`config.mk`:
```
export PLATFORM = sky130hd
export DESIGN_NAME = lcs_sequencer
export DESIGN_NICKNAME = d
export VERILOG_FILES = /design/src/rtl/lcs_pkg.sv /design/src/rtl/lcs_integ_if.sv /design/src/rtl/lcs_integrator.sv /design/src/rtl/lcs_sequencer.sv
export VERILOG_INCLUDE_DIRS = /design/src /design/src/rtl
export SDC_FILE = /design/constraint.sdc
export NUM_CORES = 1
export LEC_CHECK = 0
export ABC_AREA = 1
export ABC_CLOCK_PERIOD_IN_PS = 1790
export BUFFER_PORTS_ARGS = -buffer_cell sky130_fd_sc_hd__buf_2
export CORE_ASPECT_RATIO = 1.5
export CORE_UTILIZATION = 63
export CTS_BUF_LIST = sky130_fd_sc_hd__clkbuf_8
export CTS_CLUSTER_DIAMETER = 40
export DETAILED_ROUTE_END_ITERATION = 10
export PLACE_DENSITY = 0.83
export SYNTH_ARGS = -nofsm -noshare
export SYNTH_HDL_FRONTEND = slang
export SYNTH_SLANG_ARGS = --single-unit
```
`constraint.sdc`:
```
create_clock -name mclk -period 1.79 [get_ports mclk]
set_input_delay 0.2685 -clock mclk [delete_from_list [all_inputs] [get_ports mclk]]
set_output_delay 0.2685 -clock mclk [all_outputs]
set_load 0.01 [all_outputs]
```
`src/rtl/lcs_consts.svh`:
```
`ifndef LCS_CONSTS_SVH
`define LCS_CONSTS_SVH
// ----------------------------------------
// register offsets
// ----------------------------------------
`define LCS_ADDR_CMD1 8'h00
`define LCS_ADDR_CMD2 8'h01
`define LCS_ADDR_DATA_LSB 8'h02
`define LCS_ADDR_DATA_MSB 8'h03
`define LCS_ADDR_TIMING 8'h08
`define LCS_ADDR_EXT_CMD 8'h09
`define LCS_ADDR_ONCE 8'h0A
`define LCS_ADDR_STATUS 8'h0B
// ----------------------------------------
// field positions and codes
// ----------------------------------------
`define LCS_MODE_HI 7
`define LCS_MODE_LO 5
`define LCS_RES_HI 3
`define LCS_RES_LO 2
`define LCS_RANGE_HI 1
`define LCS_RANGE_LO 0
`define LCS_MODE_OFF 3'h0
`define LCS_MODE_ALS 3'h5
`define LCS_MODE_IR 3'h6
`define LCS_RES_16 2'h0
`define LCS_RES_12 2'h1
`define LCS_RES_8 2'h2
`define LCS_RES_4 2'h3
// ----------------------------------------
// reset values
// ----------------------------------------
`define LCS_RST_BYTE 8'h00
`define LCS_RST_DATA 16'h0000
`define LCS_RST_MODE 3'h0
`define LCS_RST_SEL 2'h0
// ----------------------------------------
// timing
// ----------------------------------------
`define LCS_SYNC_STAGES 3
`endif

```
`src/rtl/lcs_pkg.sv`:
```
`default_nettype none
package lcs_pkg;
   typedef enum logic {
      LCS_ST_OFF,
      LCS_ST_INTEG
   } lcs_state_t;
endpackage
`default_nettype wire

```
`src/rtl/lcs_integ_if.sv`:
```
`timescale 1ns/1ps
`default_nettype none
interface lcs_integ_if;
   logic start;
   logic run;
   logic ext_mode;
   logic close;
   logic tick;
   logic charge;
   logic [1:0] res_sel;
   logic done;
   logic [15:0] result;
   modport ctl (output start, run, ext_mode, close, tick, charge, res_sel,
                input done, result);
   modport acc (input start, run, ext_mode, close, tick, charge, res_sel,
                output done, result);
endinterface
`default_nettype wire

```
`src/rtl/lcs_integrator.sv`:
```
`timescale 1ns/1ps
`default_nettype none
`include "lcs_consts.svh"
module lcs_integrator #(
   parameter int CNT_W = 16
) (
   // clock and reset
   input wire logic mclk,
   input wire logic nrst,
   // sequencer side
   lcs_integ_if.acc bus
);
   logic [CNT_W-1:0] tick_cnt_reg;
   logic [15:0] acc_reg;
   logic [15:0] result_reg;
   logic done_reg;
   logic [CNT_W-1:0] last_tick;
   logic [15:0] acc_inc;
   logic finish;

   always_comb begin
      unique case (bus.res_sel)
         `LCS_RES_16: last_tick = CNT_W'(16'hFFFF);
         `LCS_RES_12: last_tick = CNT_W'(16'h0FFF);
         `LCS_RES_8: last_tick = CNT_W'(16'h00FF);
         `LCS_RES_4: last_tick = CNT_W'(16'h000F);
      endcase
   end

   // saturate at full scale rather than wrap
   assign acc_inc = (bus.charge && acc_reg != 16'hFFFF) ? acc_reg + 16'h0001 : acc_reg;
   assign finish = bus.run && (bus.close ||
                   (!bus.ext_mode && bus.tick && tick_cnt_reg == last_tick));

   always_ff @(posedge mclk or negedge nrst) begin
      if (!nrst) begin
         tick_cnt_reg <= '0;
         acc_reg <= `LCS_RST_DATA;
         result_reg <= `LCS_RST_DATA;
         done_reg <= 1'b0;
      end else begin
         done_reg <= 1'b0;
         if (bus.start) begin
            tick_cnt_reg <= '0;
            acc_reg <= `LCS_RST_DATA;
         end else if (finish) begin
            result_reg <= acc_inc;
            acc_reg <= `LCS_RST_DATA;
            tick_cnt_reg <= '0;
            done_reg <= 1'b1;
         end else if (bus.run) begin
            acc_reg <= acc_inc;
            if (bus.tick && !bus.ext_mode) begin
               tick_cnt_reg <= tick_cnt_reg + CNT_W'(1);
            end
         end
      end
   end

   assign bus.done = done_reg;
   assign bus.result = result_reg;
endmodule
`default_nettype wire

```
`src/rtl/lcs_sequencer.sv`:
```
// Local design decisions: the address-and-strobe port and the placing of the registers.
`timescale 1ns/1ps
`default_nettype none
`include "lcs_consts.svh"
// Function
// - conversions yield an unsigned 16-bit count readable by the host.
// - ambient or infrared array is converted as the active mode selects.
// - internal timing ends a period when the 4/8/12/16-bit oscillator count completes.
// - external timing integrates exactly between two consecutive timing commands.
// - host selects the measurement range; range one is the finest.
// - after reset the block is powered down with zero result data.
// - a one-time command converts once, powers down and keeps the result.
// - continuous mode converts repeatedly, overwriting the result each time.
// - a power-down command stops continuous conversion.
// - mode 000 is power-down, 101 continuous ambient, 110 continuous infrared.
// - result is read-only, low byte at 02h and high byte at 03h.
// - range comes from the two low bits of the second command register.
module lcs_sequencer #(
   parameter int CNT_W = 16
) (
   // clock and reset
   input wire logic mclk,
   input wire logic nrst,
   // register port
   input wire logic [7:0] addr,
   input wire logic [7:0] wdata,
   input wire logic wr,
   input wire logic rd,
   output logic [7:0] rdata,
   // analog front end
   input wire logic osc_clk,
   input wire logic charge_pulse,
   output logic sensor_on,
   output logic ir_select,
   output logic integrating,
   output logic [1:0] range_sel
);
   lcs_integ_if integ ();

   lcs_pkg::lcs_state_t state_reg;
   logic [2:0] mode_reg;
   logic [1:0] range_reg;
   logic [1:0] res_reg;
   logic ext_reg;
   logic [15:0] data_reg;
   logic cont_reg;
   logic ir_reg;
   logic open_reg;
   logic on_reg;
   logic start_reg;
   logic close_reg;
   logic [7:0] rdata_reg;
   logic [`LCS_SYNC_STAGES-1:0] osc_sync_reg;
   logic [`LCS_SYNC_STAGES-1:0] chg_sync_reg;
   logic osc_lvl_reg;
   logic chg_lvl_reg;
   logic tick_reg;
   logic charge_reg;
   logic [2:0] wmode;
   logic wr_cmd1;
   logic wr_once;
   logic wr_ext;

   // ----------------------------------------
   // input synchronisers
   // ----------------------------------------
   // a change counts only when stages two and three agree
   always_ff @(posedge mclk or negedge nrst) begin
      if (!nrst) begin
         osc_sync_reg <= '0;
         chg_sync_reg <= '0;
         osc_lvl_reg <= 1'b0;
         chg_lvl_reg <= 1'b0;
         tick_reg <= 1'b0;
         charge_reg <= 1'b0;
      end else begin
         osc_sync_reg <= {osc_sync_reg[1:0], osc_clk};
         chg_sync_reg <= {chg_sync_reg[1:0], charge_pulse};
         tick_reg <= 1'b0;
         charge_reg <= 1'b0;
         if (osc_sync_reg[1] == osc_sync_reg[2]) begin
            osc_lvl_reg <= osc_sync_reg[2];
            tick_reg <= osc_sync_reg[2] && !osc_lvl_reg;
         end
         if (chg_sync_reg[1] == chg_sync_reg[2]) begin
            chg_lvl_reg <= chg_sync_reg[2];
            charge_reg <= chg_sync_reg[2] && !chg_lvl_reg;
         end
      end
   end

   // ----------------------------------------
   // register writes
   // ----------------------------------------
   assign wmode = wdata[`LCS_MODE_HI:`LCS_MODE_LO];
   assign wr_cmd1 = wr && addr == `LCS_ADDR_CMD1;
   assign wr_once = wr && addr == `LCS_ADDR_ONCE;
   assign wr_ext = wr && addr == `LCS_ADDR_EXT_CMD;

   always_ff @(posedge mclk or negedge nrst) begin
      if (!nrst) begin
         mode_reg <= `LCS_RST_MODE;
         range_reg <= `LCS_RST_SEL;
         res_reg <= `LCS_RST_SEL;
         ext_reg <= 1'b0;
      end else if (wr) begin
         if (addr == `LCS_ADDR_CMD1) begin
            mode_reg <= wmode;
         end
         if (addr == `LCS_ADDR_CMD2) begin
            range_reg <= wdata[`LCS_RANGE_HI:`LCS_RANGE_LO];
            res_reg <= wdata[`LCS_RES_HI:`LCS_RES_LO];
         end
         if (addr == `LCS_ADDR_TIMING) begin
            ext_reg <= wdata[0];
         end
      end
   end

   // ----------------------------------------
   // conversion sequencing
   // ----------------------------------------
   // commands take priority over a completion in the same cycle
   always_ff @(posedge mclk or negedge nrst) begin
      if (!nrst) begin
         state_reg <= lcs_pkg::LCS_ST_OFF;
         on_reg <= 1'b0;
         cont_reg <= 1'b0;
         ir_reg <= 1'b0;
         open_reg <= 1'b0;
         start_reg <= 1'b0;
         close_reg <= 1'b0;
      end else begin
         start_reg <= 1'b0;
         close_reg <= 1'b0;
         if (wr_cmd1 && wmode == `LCS_MODE_OFF) begin
            state_reg <= lcs_pkg::LCS_ST_OFF;
            on_reg <= 1'b0;
            open_reg <= 1'b0;
         end else if (wr_cmd1 && (wmode == `LCS_MODE_ALS || wmode == `LCS_MODE_IR)) begin
            state_reg <= lcs_pkg::LCS_ST_INTEG;
            on_reg <= 1'b1;
            cont_reg <= 1'b1;
            ir_reg <= wmode == `LCS_MODE_IR;
            start_reg <= 1'b1;
            open_reg <= !ext_reg;
         end else if (wr_once) begin
            state_reg <= lcs_pkg::LCS_ST_INTEG;
            on_reg <= 1'b1;
            cont_reg <= 1'b0;
            ir_reg <= wdata[0];
            start_reg <= 1'b1;
            open_reg <= !ext_reg;
         end else if (wr_ext && ext_reg && state_reg == lcs_pkg::LCS_ST_INTEG) begin
            if (!open_reg) begin
               open_reg <= 1'b1;
               start_reg <= 1'b1;
            end else begin
               close_reg <= 1'b1;
            end
         end else if (integ.done && state_reg == lcs_pkg::LCS_ST_INTEG && !cont_reg) begin
            state_reg <= lcs_pkg::LCS_ST_OFF;
            on_reg <= 1'b0;
            open_reg <= 1'b0;
         end
      end
   end

   // result update, held while powered down
   always_ff @(posedge mclk or negedge nrst) begin
      if (!nrst) begin
         data_reg <= `LCS_RST_DATA;
      end else if (integ.done && state_reg == lcs_pkg::LCS_ST_INTEG) begin
         data_reg <= integ.result;
      end
   end

   assign integ.start = start_reg;
   assign integ.run = open_reg;
   assign integ.ext_mode = ext_reg;
   assign integ.close = close_reg;
   assign integ.tick = tick_reg;
   assign integ.charge = charge_reg;
   assign integ.res_sel = res_reg;

   lcs_integrator #(
      .CNT_W(CNT_W)
   ) u_integ (
      .mclk(mclk),
      .nrst(nrst),
      .bus(integ)
   );

   // ----------------------------------------
   // register reads
   // ----------------------------------------
   // data bytes are read only
   always_ff @(posedge mclk or negedge nrst) begin
      if (!nrst) begin
         rdata_reg <= `LCS_RST_BYTE;
      end else if (rd) begin
         unique case (addr)
            `LCS_ADDR_CMD1: rdata_reg <= {mode_reg, 5'h00};
            `LCS_ADDR_CMD2: rdata_reg <= {4'h0, res_reg, range_reg};
            `LCS_ADDR_DATA_LSB: rdata_reg <= data_reg[7:0];
            `LCS_ADDR_DATA_MSB: rdata_reg <= data_reg[15:8];
            `LCS_ADDR_TIMING: rdata_reg <= {7'h00, ext_reg};
            `LCS_ADDR_STATUS: rdata_reg <= {6'h00, open_reg, on_reg};
            default: rdata_reg <= `LCS_RST_BYTE;
         endcase
      end else begin
         rdata_reg <= `LCS_RST_BYTE;
      end
   end

   assign rdata = rdata_reg;
   assign sensor_on = on_reg;
   assign ir_select = ir_reg;
   assign integrating = open_reg;
   assign range_sel = range_reg;
endmodule
`default_nettype wire

```
== After elaboration in Yosys (flattened, before gate mapping) ==
Index checks and enable logic that the tools add are counted.
W data, S select, Z words.
Word-level totals
  latch bits: 0
  bits of input ports: 22
  ROM bits: 0
  logic and storage cells: 117
  register bits: 97
  output and inout port bits: 13
  bits in writable memories: 0
  memories: 0
Operators by class
  order comparisons: 0
  bitwise gates (word level): 2
  equal/unequal tests: 17
  shift-type cells: 0
  $add $sub $neg: 2
  multipliers: 0
  div/mod/pow operators: 0
  reductions and logical operators: 36
  mux-type cells: 38
Operators with widths (count)
  $mux W16: 8
  $pmux W16 S4: 1
  $pmux W8 S6: 1
  $add A16 B1 Y16 const B: 2
  $eq A8 B4 Y1 const B: 4
  $mux W1: 27
  $eq A16 B16 Y1: 1
  $eq A8 B2 Y1 const B: 2
  $ne A16 B16 Y1 const B: 1
  $logic_and A1 B1 Y1: 15
  $reduce_and A2 Y1: 7
  $eq A8 B1 Y1 const B: 1
  $logic_not A8 Y1: 1
  $mux W8: 1
  $eq A3 B3 Y1 const B: 2
  $reduce_bool A3 Y1: 2
  $reduce_bool A5 Y1: 1
  $eq A2 B2 Y1 const B: 2
  $logic_not A1 Y1: 4
  $ne A4 B4 Y1 const B: 1
  $reduce_bool A4 Y1: 1
  $logic_not A3 Y1: 1
  $eq A1 B1 Y1: 2
  $eq A2 B1 Y1 const B: 1
  other kinds (4): 6

== Depth between registers and ports, before layout ==
Gate-level depths: netlist (run 1).
  word-level depth: 8
  mapped depth: 12
  mapped depth without buffers: 11

== Hierarchy ==
From an unflattened synthesis (run 1), not the netlist that was laid out.
Second synthesis, totals
  cells, all modules: 621
  area total of the unflattened synthesis: 4951.0 um2
By module, submodules not included
  lcs_integrator: cells each 385, sequential area each 1226.2 um2, instances 1, area each 2869.0 um2
  lcs_sequencer: cells each 236, sequential area each 1201.2 um2, instances 1, area each 2082.0 um2

== Least setup slack after synthesis (run 1) ==
OpenSTA, ideal clock, no wires.
  kind: flip-flop to flip-flop
  start point: reg u_integ.acc_reg[0]
  end point: reg u_integ.result_reg[2], in the netlist u_integ.bus.result[2]
  path buffers: 1
  data required time: 1.673 ns
  cell stages (with the launch flop): 13
  slack: 0.172 ns
  data arrival time: 1.500 ns
  library setup time: 0.117 ns
  period minus slack after synthesis: 1.618 ns
  cells stage by stage: dfrtp_1 > ha_1 > nand2_1 > nor2_4 > nand2_1 > nor2_1 > nor2_2 > buf_6 > o21ai_0 > nand2_1 > inv_1 > nand3_1 > nand2_1
On the way
  longest elaborated chain between the ends: 3
  elaborated cells between the ends (all ways): 4
  classes of those cells: add/sub: 1; eq/ne: 1; mux: 1; reduce/logical: 1
Ends and longest elaborated chain
  start, declared: RTL line lcs_integrator.sv:14  | logic [15:0] acc_reg;
  start signal, assigned: RTL line lcs_integrator.sv:38  | acc_reg <= `LCS_RST_DATA;
  start signal, assigned: RTL line lcs_integrator.sv:45  | acc_reg <= `LCS_RST_DATA;
  start signal, assigned: RTL line lcs_integrator.sv:48  | acc_reg <= `LCS_RST_DATA;
  branches (longest 2 deep; another with $add A16 B1 Y16)
  $mux W16 (*): RTL line lcs_integrator.sv:31  | assign acc_inc = (bus.charge && acc_reg != 16'hFFFF) ? acc_reg + 16'h0001 : acc_reg;
  end signal, assigned: RTL line lcs_integrator.sv:39  | result_reg <= `LCS_RST_DATA;
  end signal, assigned: RTL line lcs_integrator.sv:47  | result_reg <= acc_inc;
  end, declared: RTL line lcs_integrator.sv:15  | logic [15:0] result_reg;
Every way passes the cells marked *.
A chain may end at the register's enable or synchronous reset.

== Final worst setup path (run 1) ==
  start point: reg u_integ.acc_reg[0]
  end point: reg u_integ.result_reg[14], in the netlist u_integ.bus.result[14]
Same word-level chain as after synthesis.

==> key figures, run 1 <==
Global routing
  • Antenna violations before repair: 0
  • Pin count of the biggest net entering global routing: 56
  • Total Routing Usage GR: 29.3%
  • Wire length of the first global-routing pass: 18500 µm
  • Via count of the first global-routing pass: 4345
  • Total gr overflow: 0

Yosys
  • EDFF count, synth: 0
  • Cell types occupying the most area after synthesis: sky130_fd_sc_hd__dfrtp_1 (49%), sky130_fd_sc_hd__nand2_1 (18%), sky130_fd_sc_hd__inv_1 (5.7%)
  • Portion of the post-synthesis area used by sequential elements: 48.8%
  • Cell type contributing the most total cell area after synthesis: sky130_fd_sc_hd__dfrtp_1
  • Average cell area after synthesis: 7.72 µm²
  • Synthesized netlist cell count: 644
  • Most used standard cell by instance count after synthesis: sky130_fd_sc_hd__nand2_1
  • Number of library cell types mapped by synthesis: 37
  • Area of the mapped netlist: 0.00497 mm²
  • Share of synthesized registers carrying an async set or reset: 100%
  • Primary FF master, synth: sky130_fd_sc_hd__dfrtp_1
  • Warnings from Yosys: 0
  • Portion of synthesized cell area occupied by the leading cell type: 48.8%
  • Most frequent cells after synthesis: sky130_fd_sc_hd__nand2_1 (235), sky130_fd_sc_hd__dfrtp_1 (97), sky130_fd_sc_hd__inv_1 (76)
  • Total of flip-flops plus latches after synthesis: 97
  • Net count after synthesis: 668

Timing
  • Hold Vio Cnt, Final: 0
  • Final worst slack: 0.0581 ns
  • Final clock period utilization by the worst path: 96.8%
  • WHS: 0.117 ns
  • Final setup vio count: 0
  • Pins over their slew limit: 0
  • Min Clock Period, post-route: 1.73 ns
  • Fmax achieved: 577 MHz
  • Worst Max-Slew Pin Slew: 0.424 ns
  • Fin Clk Skew: 0.00972 ns
  • Worst max-slew margin expressed relative to the limit: 71.5%
  • Total Negative Setup Slacks: 0 ns
  • Setup repair after global routing missed its margin: true

Floorplanning
  • Std-Cell Core Area: 0.00761 mm²
  • I/O pin cnt: 35
  • Total Die Area: 0.00826 mm²
  • Effective utilization at floorplan: 65.3%
  • Die extent in y: 111 µm
  • Standard-cell row count: 39
  • Die Span X: 74.5 µm

Route
  • Antenna Nets Post-Route: 0
  • Number of search-and-repair iterations in the first detailed-routing pass: 5
  • Count of routing violations after the opening detailed-route iteration: 308
  • Residual DRC: 0
  • Routed via count: 4475
  • Routed wirelength normalized by instance count: 14.1 µm
  • Vias per inst: 5.44
  • Detailed Route WL: 11600 µm

Placement
  • Post-detailed-placement half-perimeter wirelength: 8050 µm
  • Port Buf Inserts: 33
  • Minimum setup slack after placement: -0.126 ns
  • GP Congestion: 0.949

Critical path
  • Startpoint types: flip-flop
  • Kind of end point of the critical path: flip-flop
  • Data arrival time of the critical path: 2.02 ns
  • Crit path kind: reg -> reg
  • Required @ worst endpoint: 2.07 ns
  • Highest net fanout along the worst path: 8

Final layout
  • Signed area change from the synthesized netlist to the final layout: 17.2%
  • Utilization after layout: 76.6%
  • Layout net count: 739
  • Share of final-layout standard cells stronger than drive strength 1: 17.9%
  • Antenna cells: 0

Clock network
  • Skew-Pair Late Insertion Delay: 0.38 ns
  • Number of clock sinks: 97
  • Inserted Clock Buffers: 9
  • Clock tree from TritonCTS: yes
  • H-tree levels: 3
  • Maximum buffer depth of the clock tree: 2
  • Clock tree root driver cell: sky130_fd_sc_hd__clkbuf_8
  • CTS clock-pin slew for the worst setup and hold paths: 0.11 ns

Pwr
  • Total power divided by cell area: 752 mW/mm²
  • Maximum vdd drop: 0.000763 V
  • Total design power: 0.00438 W
  • Pleak: 3.04 nW

Worst hold path
  • Type of the tightest min-delay check: in -> reg

Job
  • MaxCap Viol Count: 0

Run status
  • Outcome: finished clean
-- path summary, 6_finish.rpt --
path | start | endpoint | slack (ns) | cells after the start
min | wdata[1] | range_sel[1]$_DFFE_PN0P_ | 0.12 | 2
min in group asynchronous | nrst | integ.res_sel[0]$_DFFE_PN0P_ | 0.26 | 2
max | u_integ.acc_reg[0]$_DFFE_PN0P_ | u_integ.bus.result[14]$_DFFE_PN0P_ | 0.06 | 12
max reg2reg | u_integ.acc_reg[0]$_DFFE_PN0P_ | u_integ.bus.result[14]$_DFFE_PN0P_ | 0.06 | 12
max in group asynchronous | nrst | osc_lvl_reg$_DFFE_PN0P_ | 1.03 | 3
min reg2reg | osc_sync_reg[0]$_DFF_PN0_ | osc_sync_reg[1]$_DFF_PN0_ | 0.36 | 0
-- worst max-delay path: stages, from the launching register on --
cell	delay [ns]
sky130_fd_sc_hd__dfrtp_1	0.41
sky130_fd_sc_hd__ha_2	0.22
sky130_fd_sc_hd__nand2_4	0.08
sky130_fd_sc_hd__nor2_4	0.04
sky130_fd_sc_hd__nand2_2	0.07
sky130_fd_sc_hd__nor2_2	0.05
sky130_fd_sc_hd__nor2_4	0.24
sky130_fd_sc_hd__clkbuf_16	0.21
sky130_fd_sc_hd__nand2_1	0.05
sky130_fd_sc_hd__nand2_1	0.10
sky130_fd_sc_hd__inv_1	0.05
sky130_fd_sc_hd__nand3_1	0.07
sky130_fd_sc_hd__nand2_1	0.05
-- layer usage --
| metal | global-route usage, % | part of all wire [%] | vias up |
|---|---|---|---|
| met2 | 51.5 | 54 | 146 |
| met4 | 14.5 | 3.6 | 0 |
| met1 | 33.6 | 38 | 2101 |
| met5 | 0 | 0 | - |
| met3 | 4.09 | 4.3 | 38 |
| li1 | - | - | 2190 |
-- layout make-up --
class | instances | area (µm²)
Inverter | 79 | 298
Sequential cell | 97 | 2430
Tap cell | 102 | 128
Clock buffer | 9 | 124
Clock inverter | 7 | 70.1
Multi-Input combinational cell | 458 | 2260
Timing Repair Buffer | 70 | 526
Fill cell | 567 | 1780
-- cell families after synthesis --
logic type               after synthesis  share of synthesized area, %
adder cells (fa/ha/maj)                4                         0.906
AND/OR/NAND/NOR                      376                          33.2
flip-flops                            97                          48.8
AO/OA/AOI/OAI                         65                          7.30
XOR/XNOR                              11                          1.94
buffers and inverters                 90                          7.67
multiplexers                           1                         0.226
-- report_power, final --
part | internal (W) | switching (W)
Combinational | 0.000230 | 0.000363
Sequential | 0.00229 | 0.0000985
Clock | 0.000551 | 0.000854
-- placed cells by master (no fill, tap or decap), drive strengths merged, types with 4 or more instances in the layout --
master  instances
nand2         244
dfrtp          97
inv            83
buf            65
nor2           59
nand3          54
o21ai          32
o22ai          17
nand4          11
clkbuf         11
xor2           10
a21oi           9
a31oi           4
nand3b          4
nor3            4
-- stage by stage --
step | instances | cell area [µm²]
global placement | 794 | 5420
detailed placement | 794 | 5420
CTS | 813 | 5640
finish | 822 | 5830
global route | 822 | 5830
floorplan | 644 | 4970
-- timing repair --
item	4_1_cts	5_1_grt
pin swaps	0	3
resized for setup	1	24
buffers inserted	0	6
endpoints found under the setup margin	9	35
hold buffers	3	0
gates cloned	0	3
endpoints found under the hold margin	52	0
(Power assumes the default switching activity.)
==> run 2, diff against run 1 <==
==> constraint.sdc (replaced) <==
create_clock -name mclk -period 1.79 [get_ports mclk]
set_input_delay 0.358 -clock mclk [delete_from_list [all_inputs] [get_ports mclk]]
set_output_delay 0.358 -clock mclk [all_outputs]
set_load 0.01 [all_outputs]
==> run 2 against run 1 <==
Effect of this change:
- wire length grew 4.0%
- combinational power shrank 4.9%
- core utilization grew 0.59 points
- total power grew 2.0%
- design area grew 0.77%
- largest power group unchanged
==> key figures, run 2 (synthesis results as in run 1) <==
Timing
  • Fmax achieved: 571 MHz (-1.1%)
  • Hold Vio Cnt, Final: 0 (unchanged)
  • Min Clock Period, post-route: 1.75 ns (+0.0195 ns)
  • Final setup vio count: 0 (unchanged)
  • Setup repair after global routing missed its margin: true
  • Final worst slack: 0.0386 ns (-0.0195 ns)
  • Final clock period utilization by the worst path: 97.8% (+1.1 points)
  • Fin Clk Skew: 0.00756 ns (-0.00216 ns)
  • Worst Max-Slew Pin Slew: 0.460 ns (+0.0362 ns)
  • Worst max-slew margin expressed relative to the limit: 69.3% (-2.2 points)
  • WHS: 0.0773 ns (-0.0395 ns)
  • Pins over their slew limit: 0 (unchanged)

Floorplanning
  • I/O pin cnt: 35 (unchanged)
  • Total Die Area: 0.00826 mm² (unchanged)
  • Die Span X: 74.5 µm (unchanged)
  • Std-Cell Core Area: 0.00761 mm² (unchanged)
  • Effective utilization at floorplan: 65.3% (unchanged)
  • Standard-cell row count: 39 (unchanged)
  • Die extent in y: 111 µm (unchanged)

Critical path
  • Data arrival time of the critical path: 2.06 ns (+0.04 ns)
  • Required @ worst endpoint: 2.10 ns (+0.03 ns)
  • Launch instance of the worst register-to-register path: u_integ.acc_reg[1]$_DFFE_PN0P_
  • Startpoint types: flip-flop
  • Kind of end point of the critical path: flip-flop
  • Highest net fanout along the worst path: 6 (-2)
  • Crit path kind: reg -> reg
  • Beginning of the critical path: u_integ.acc_reg[1]$_DFFE_PN0P_

Clock network
  • Number of clock sinks: 97 (unchanged)
  • H-tree levels: 3 (unchanged)
  • Clock tree from TritonCTS: yes
  • CTS clock-pin slew for the worst setup and hold paths: 0.10 ns (about the same)
  • Clock tree root driver cell: sky130_fd_sc_hd__clkbuf_8
  • Skew-Pair Late Insertion Delay: 0.38 ns (about the same)
  • Maximum buffer depth of the clock tree: 2 (unchanged)
  • Inserted Clock Buffers: 9 (unchanged)

Route
  • Routed wirelength normalized by instance count: 14.5 µm (+3.5%)
  • Detailed Route WL: 12000 µm (+4.0%)
  • Residual DRC: 0 (unchanged)
  • Number of search-and-repair iterations in the first detailed-routing pass: 5 (unchanged)
  • Vias per inst: 5.53 (+1.6%)
  • Antenna Nets Post-Route: 0 (unchanged)
  • Routed via count: 4569 (+2.1%)
  • Count of routing violations after the opening detailed-route iteration: 289 (-6.2%)

Placement
  • Number of placed instances, taps included: 797 (+0.38%)
  • Area of placed instances: 0.00542 mm² (about the same)
  • GP Congestion: 0.969 (+2.2%)
  • Minimum setup slack after placement: -0.0877 ns (+0.0381 ns)
  • Post-detailed-placement half-perimeter wirelength: 8240 µm (+2.4%)
  • Port Buf Inserts: 33 (unchanged)

Global routing
  • Via count of the first global-routing pass: 4357 (+0.28%)
  • Pin count of the biggest net entering global routing: 48 (-14%)
  • Wire length of the first global-routing pass: 19000 µm (+2.7%)
  • Total gr overflow: 0 (unchanged)
  • Antenna violations before repair: 0 (unchanged)
  • Total Routing Usage GR: 29.9% (+0.55 points)

Pwr
  • Pleak: 3.05 nW (+0.52%)
  • Proportion of power drawn by the clock network: 33.9% (+1.8 points)
  • Total internal power: 0.00317 W (+3.3%)
  • Maximum vdd drop: 0.000808 V (+5.9%)
  • Net switching power figure: 0.00130 W (-0.96%)
  • Total power divided by cell area: 761 mW/mm² (+1.3%)
  • Combinational share of power: 12.6% (-0.9 points)
  • Switching power as a share of total power: 29.1% (-0.88 points)
  • Part of the total power dissipated in sequential elements: 53.5% (-0.9 points)

Worst hold path
  • Type of the tightest min-delay check: in -> reg
  • Min-delay src: osc_clk

Final layout
  • Number of fill cells in the layout: 537 (-5.3%)
  • Most common cell after layout, fill and taps aside: sky130_fd_sc_hd__nand2_1
  • Flip-flop and latch area: 0.00243 mm² (unchanged)
  • Multi-input gate area: 0.00232 mm² (+2.7%)
  • Final instance area: 0.00587 mm² (+0.77%)
  • Antenna cells: 0 (unchanged)
  • Commonest cells after routing, fill and taps aside: sky130_fd_sc_hd__nand2_1 (230), sky130_fd_sc_hd__dfrtp_1 (97), sky130_fd_sc_hd__inv_1 (74), sky130_fd_sc_hd__nand3_1 (51), sky130_fd_sc_hd__nor2_1 (43)
  • Share of final-layout standard cells stronger than drive strength 1: 18.8% (+0.87 points)
  • Layout net count: 743 (+0.54%)
  • Utilization after layout: 77.2% (+0.59 points)
  • Signed area change from the synthesized netlist to the final layout: 18.1%
  • Final cell count without fillers: 826 (+0.49%)

Run status
  • Outcome: finished clean

Job
  • MaxCap Viol Count: 0 (unchanged)
## run 2: changes by cell type in the layout (fill, tap and decap cells not counted), moves of 2 or more
cell and change:
sky130_fd_sc_hd__buf_6 +4, sky130_fd_sc_hd__clkbuf_16 -2, sky130_fd_sc_hd__dlygate4sd3_1 -2, sky130_fd_sc_hd__ha_2 -2, sky130_fd_sc_hd__ha_4 +2, sky130_fd_sc_hd__inv_8 -2, sky130_fd_sc_hd__nor2_4 +2, sky130_fd_sc_hd__nor3_1 -2
sky130_fd_sc_hd__nor3_2 +2, sky130_fd_sc_hd__o21ai_1 +2
## run 2: through the flow
| stage | setup TNS (ns) | total power, W |
|---|---|---|
| CTS | -0.00551 | 0.00442 |
| finish | 0 | 0.00447 |
| floorplan | 0 | 0.00272 |
| global placement | -0.0144 | 0.00289 |
| detailed placement | -0.542 | 0.00292 |
| global route | -0.155 | 0.00466 |
## run 2: final cells by class
class | count | share of cell area, %
clock buffers | 9 | 2.11
repair buffers | 71 | 8.39
clock inverters | 7 | 1.47
multi-input cells | 461 | 39.5
flip-flops and latches | 97 | 41.3
well taps | 102 | 2.17
inverters | 79 | 5.07
## run 2: worst paths after layout
kind / endpoint / slack, ns / cells past startpoint
worst max-delay path: u_integ.acc_reg[15]$_DFFE_PN0P_ / 0.04 / 11
worst min-delay path: osc_sync_reg[0]$_DFF_PN0_ / 0.08 / 1
worst max register to register: u_integ.acc_reg[15]$_DFFE_PN0P_ / 0.04 / 11
worst min register to register: osc_sync_reg[1]$_DFF_PN0_ / 0.36 / 0
max in group asynchronous: u_integ.bus.result[3]$_DFFE_PN0P_ / 0.69 / 3
min in group asynchronous: u_integ.tick_cnt_reg[5]$_DFFE_PN0P_ / 0.48 / 2
## run 2: power by group through the flow
stage          clock network, W  logic, W  registers (W)
2_1_floorplan                 0  0.000310        0.00241
3_3_place_gp                  0  0.000473        0.00242
3_5_place_dp                  0  0.000496        0.00242
4_1_cts                 0.00154  0.000501        0.00238
5_1_grt                 0.00163  0.000630        0.00240
6_report                0.00152  0.000564        0.00239
## run 2: worst max-delay path, stage by stage (launching register included)
cell and delay, ns:
sky130_fd_sc_hd__dfrtp_1 0.45, sky130_fd_sc_hd__ha_4 0.20, sky130_fd_sc_hd__nand2_4 0.08, sky130_fd_sc_hd__nor2_4 0.05
sky130_fd_sc_hd__nand2_4 0.09, sky130_fd_sc_hd__nor2_4 0.05, sky130_fd_sc_hd__nor2_4 0.19, sky130_fd_sc_hd__buf_6 0.14
sky130_fd_sc_hd__nor2_1 0.04, sky130_fd_sc_hd__a21oi_1 0.18, sky130_fd_sc_hd__nand2_1 0.11, sky130_fd_sc_hd__o21ai_1 0.10
## run 2: what timing repair did
item,in CTS,in global routing
endpoints found under the setup margin,17,45
cloned,0,6
hold buffers,1,0
buffers inserted,0,6
hold endpoints to repair,30,0
pin swaps,0,11
gates resized for setup,3,32
## run 2: routing by layer
layer  global-route usage, %  vias to the layer above  routed length (µm)
met4                    13.3                        0                 450
met1                    34.4                     2159                4680
li1                        -                     2203                   -
met2                    52.3                      165                6370
met5                       0                        -                   0
met3                    5.00                       42                 514
==> run 3, diff against run 2 <==
Settings changed: ABC_AREA 1 to 0, HOLD_SLACK_MARGIN set to 0.02, SYNTH_HIERARCHICAL set to 1.
==> run 3 against run 2 <==
Effect of this change:
- the flow now finishes with violations (negative setup slack)
- synthesized cell count is 29% lower
- combinational power fell by 23%
- core utilization increased by 3.8 points
- sequential power down 5%
- clock skew increased by 0.0096 ns
- area after synthesis decreased by 0.48%
- critical path type unchanged
- die area shrank 0.47%
- first-iteration DRC count fell by 13%
- largest power group unchanged
- non-clock buffer count increased by 48
- clock power is 9% higher
==> key figures, run 3 <==
Timing
  • Final clock period utilization by the worst path: 122% (+24 points)
  • Setup repair after global routing missed its margin: true
  • Worst Max-Slew Pin Slew: 0.552 ns (+0.0925 ns)
  • Min Clock Period, post-route: 2.18 ns (+0.432 ns)
  • Final worst slack: -0.393 ns (-0.432 ns)
  • Final setup vio count: 48 (+48)
  • Hold Vio Cnt, Final: 0 (unchanged)
  • Worst max-slew margin expressed relative to the limit: 62.2% (-7.1 points)
  • Fmax achieved: 458 MHz (-20%)
  • Fin Clk Skew: 0.0172 ns (+0.00960 ns)
  • Pins over their slew limit: 0 (unchanged)

Final layout
  • Antenna cells: 0 (unchanged)
  • Layout net count: 588 (-21%)
  • Commonest cells after routing, fill and taps aside: sky130_fd_sc_hd__dfrtp_1 (96), sky130_fd_sc_hd__buf_4 (81), sky130_fd_sc_hd__nor2_1 (39), sky130_fd_sc_hd__nand2_1 (34), sky130_fd_sc_hd__buf_2 (32)
  • Number of fill cells in the layout: 427 (-20%)
  • Most common cell after layout, fill and taps aside: sky130_fd_sc_hd__dfrtp_1
  • Signed area change from the synthesized netlist to the final layout: 24.6%
  • Final cell count without fillers: 671 (-19%)
  • Flip-flop and latch area: 0.00243 mm² (about the same)
  • Multi-input gate area: 0.00249 mm² (+7.5%)
  • Share of final-layout standard cells stronger than drive strength 1: 36.6% (+18 points)

Floorplanning
  • I/O pin cnt: 35 (unchanged)
  • Die Span X: 74.4 µm (-0.23%)
  • Total Die Area: 0.00822 mm² (-0.47%)
  • Effective utilization at floorplan: 65.0% (-0.31 points)
  • Standard-cell row count: 39 (unchanged)
  • Std-Cell Core Area: 0.00761 mm² (unchanged)
  • Die extent in y: 111 µm (-0.23%)

Route
  • Vias per inst: 6.37 (+15%)
  • Detailed Route WL: 13600 µm (+13%)
  • Routed via count: 4272 (-6.5%)
  • Routed wirelength normalized by instance count: 20.2 µm (+39%)
  • Antenna Nets Post-Route: 0 (unchanged)
  • Number of search-and-repair iterations in the first detailed-routing pass: 5 (unchanged)
  • Residual DRC: 0 (unchanged)
  • Count of routing violations after the opening detailed-route iteration: 250 (-13%)

Yosys
  • Post-synthesis share of cell area spent on xor and xnor gates: 3.89% (+2.0 points)
  • Total of flip-flops plus latches after synthesis: 97 (unchanged)
  • Cell type contributing the most total cell area after synthesis: sky130_fd_sc_hd__dfrtp_1
  • Most used standard cell by instance count after synthesis: sky130_fd_sc_hd__dfrtp_1
  • Portion of the post-synthesis area used by sequential elements: 49.0% (+0.23 points)
  • Cell types occupying the most area after synthesis: sky130_fd_sc_hd__dfrtp_1 (49%), sky130_fd_sc_hd__mux2_2 (7.3%), sky130_fd_sc_hd__mux2_4 (3.3%)
  • Largest family of logic cells by synthesized area: simple AND/OR/NAND/NOR gates
  • Area of the mapped netlist: 0.00495 mm² (-0.48%)
  • EDFF count, synth: 0 (unchanged)
  • Post-synthesis share of cell area spent on and, or, nand and nor gates: 19.0% (-14 points)
  • Net count after synthesis: 483 (-28%)
  • Primary FF master, synth: sky130_fd_sc_hd__dfrtp_1
  • Multiplexer area fraction after synthesis: 13.0% (+13 points)
  • Share of synthesized registers carrying an async set or reset: 100% (unchanged)
  • Synthesized netlist cell count: 459 (-29%)
  • Warnings from Yosys: 6 (+6)
  • Post-synthesis share of cell area spent on full adders, half adders and majority gates: 0.910% (+0.0043 points)
  • Post-synthesis compound-gate area fraction: 10.8% (+3.5 points)
  • Portion of synthesized cell area occupied by the leading cell type: 49.0% (+0.23 points)
  • Number of library cell types mapped by synthesis: 62 (+68%)
  • Most frequent cells after synthesis: sky130_fd_sc_hd__dfrtp_1 (97), sky130_fd_sc_hd__nor2_1 (40), sky130_fd_sc_hd__nand2_1 (35)
  • Average cell area after synthesis: 10.8 µm² (+40%)

Pwr
  • Net switching power figure: 0.00114 W (-13%)
  • Part of the total power dissipated in sequential elements: 52.1% (-1.4 points)
  • Switching power as a share of total power: 26.0% (-3.1 points)
  • Proportion of power drawn by the clock network: 37.9% (+4.0 points)
  • Pleak: 2.88 nW (-5.7%)
  • Maximum vdd drop: 0.000558 V (-31%)
  • Total internal power: 0.00323 W (+2.0%)
  • Total power divided by cell area: 709 mW/mm² (-6.9%)
  • Combinational share of power: 9.9% (-2.7 points)

Critical path
  • Cell type group with the largest total delay on the critical path: simple AND/OR/NAND/NOR gates
  • Required @ worst endpoint: 2.06 ns (-0.04 ns)
  • Highest net fanout along the worst path: 16 (+10)
  • Cells traversed along the worst timing path: or4_4, mux2i_4, a41oi_4, nor3_4, buf_12, mux2_2
  • Crit path kind: reg -> reg
  • Startpoint types: flip-flop
  • Data arrival time of the critical path: 2.46 ns (+0.40 ns)
  • CP Buf/Inv Count: 1 (unchanged)
  • Maximum single-stage delay on the critical path: 0.55 ns (+0.10 ns)
  • Kind of end point of the critical path: flip-flop
  • Worst path slowest cell: sky130_fd_sc_hd__or4_4

Placement
  • Minimum setup slack after placement: -0.458 ns (-0.370 ns)
  • Number of placed instances, taps included: 649 (-19%)
  • Post-detailed-placement half-perimeter wirelength: 8700 µm (+5.5%)
  • GP Congestion: 0.978 (+0.86%)
  • Port Buf Inserts: 33 (unchanged)

Run status
  • Outcome: finished with violations
  • Violations in the final reports: negative setup slack

Clock network
  • Inserted Clock Buffers: 9 (unchanged)
  • Number of clock sinks: 97 (unchanged)
  • H-tree levels: 3 (unchanged)
  • Count of hold-fix buffers inserted at cts: 0 (-1)
  • Maximum buffer depth of the clock tree: 2 (unchanged)
  • Clock tree root driver cell: sky130_fd_sc_hd__clkbuf_8
  • Clock tree from TritonCTS: yes
  • Skew-Pair Late Insertion Delay: 0.38 ns (about the same)
  • CTS clock-pin slew for the worst setup and hold paths: 0.11 ns (about the same)

Worst hold path
  • Type of the tightest min-delay check: in -> async

Global routing
  • Via count of the first global-routing pass: 4353 (-0.092%)
  • Total gr overflow: 0 (unchanged)
  • Total Routing Usage GR: 34.7% (+4.9 points)
  • Pin count of the biggest net entering global routing: 98 (+100%)
  • Antenna violations before repair: 0 (unchanged)
  • Wire length of the first global-routing pass: 21200 µm (+11%)

Job
  • MaxCap Viol Count: 0 (unchanged)
## run 3: changes by cell type after synthesis, sizes merged, moves of 8 or more
| cell | before | now |
|---|---|---|
| inv | 78 | 9 |
| nand2 | 244 | 36 |
| o21ai | 32 | 18 |
| xnor2 | 1 | 11 |
| and3 | 0 | 8 |
| o22ai | 17 | 2 |
| mux2 | 1 | 43 |
| nor2 | 59 | 41 |
| mux2i | 0 | 12 |
| nand3 | 53 | 24 |
## run 3: repair_timing
| item | in CTS | in global routing |
|---|---|---|
| resized for setup | 23 | 10 |
| setup buffers | 3 | 3 |
| gates cloned | 1 | 0 |
| pin swaps | 2 | 2 |
| endpoints found under the setup margin | 49 | 49 |
## run 3: power by group through the flow
stage	logic, W	clock network (W)	registers [W]
final	0.000435	0.00166	0.00228
after global routing	0.000475	0.00176	0.00228
after CTS	0.000422	0.00167	0.00228
after detailed placement	0.000404	0	0.00232
after global placement	0.000389	0	0.00231
after floorplan	0.000181	0	0.00232
## run 3: worst paths after layout
check | start | end | slack, ns | cells past startpoint
max | u_integ/tick_cnt_reg[12]$_DFFE_PN0P_ | u_integ/bus.result[10]$_DFFE_PN0P_ | -0.39 | 6
min | nrst | range_sel[0]$_DFFE_PN0P_ | 0.007 | 2
max reg2reg | u_integ/tick_cnt_reg[12]$_DFFE_PN0P_ | u_integ/bus.result[10]$_DFFE_PN0P_ | -0.39 | 6
min reg2reg | chg_sync_reg[0]$_DFF_PN0_ | chg_sync_reg[1]$_DFF_PN0_ | 0.37 | 0
max in group asynchronous | nrst | u_integ/acc_reg[10]$_DFFE_PN0P_ | 1.41 | 2
min in group mclk | charge_pulse | chg_sync_reg[0]$_DFF_PN0_ | 0.08 | 1
## run 3: area by class of cell
type,instances,share of cell area (%)
Clock buffer,9,2.01
Clock inverter,7,1.72
Inverter,9,0.548
Multi-Input combinational cell,328,40.4
Sequential cell,97,39.4
Tap cell,102,2.07
Timing Repair Buffer,119,13.8
## run 3: stage by stage
step	hold slack, ns	power [W]	utilization, %	TNS, ns	cell area, µm²
finish	0.00676	0.00437	81.0	-12.79	6170
global route	0.0471	0.00451	81.0	-15.05	6170
CTS	0.0291	0.00437	80.2	-12.14	6100
detailed placement	0.350	0.00272	75.6	-17.17	5750
global placement	0.348	0.00270	75.6	-13.43	5750
floorplan	0.0624	0.00250	-	-9.92	4960
## run 3: kinds of logic after synthesis
family	count (synthesis)
AND/OR/NAND/NOR	170
flip-flops	97
AO/OA/AOI/OAI	77
multiplexers	55
buffers and inverters	34
XOR/XNOR	22
adder cells (fa/ha/maj)	4
## run 3: worst reg2reg max path, delay by kind of cell (launching register included)
kind	cells	cell delay [ns]
DFF	1	0.42
and+or+nand+nor	2	0.74
buffers and inverters	1	0.19
AOI/OAI and AO/OA	1	0.17
muxes	2	0.58
## run 3: routing by layer
layer	track usage [%]	part of all wire, %	up-vias
li1	-	-	1892
met1	39.2	37	2101
met2	57.2	52	209
met3	9.95	5.8	70
met4	19.1	5.6	0
met5	0	0	-
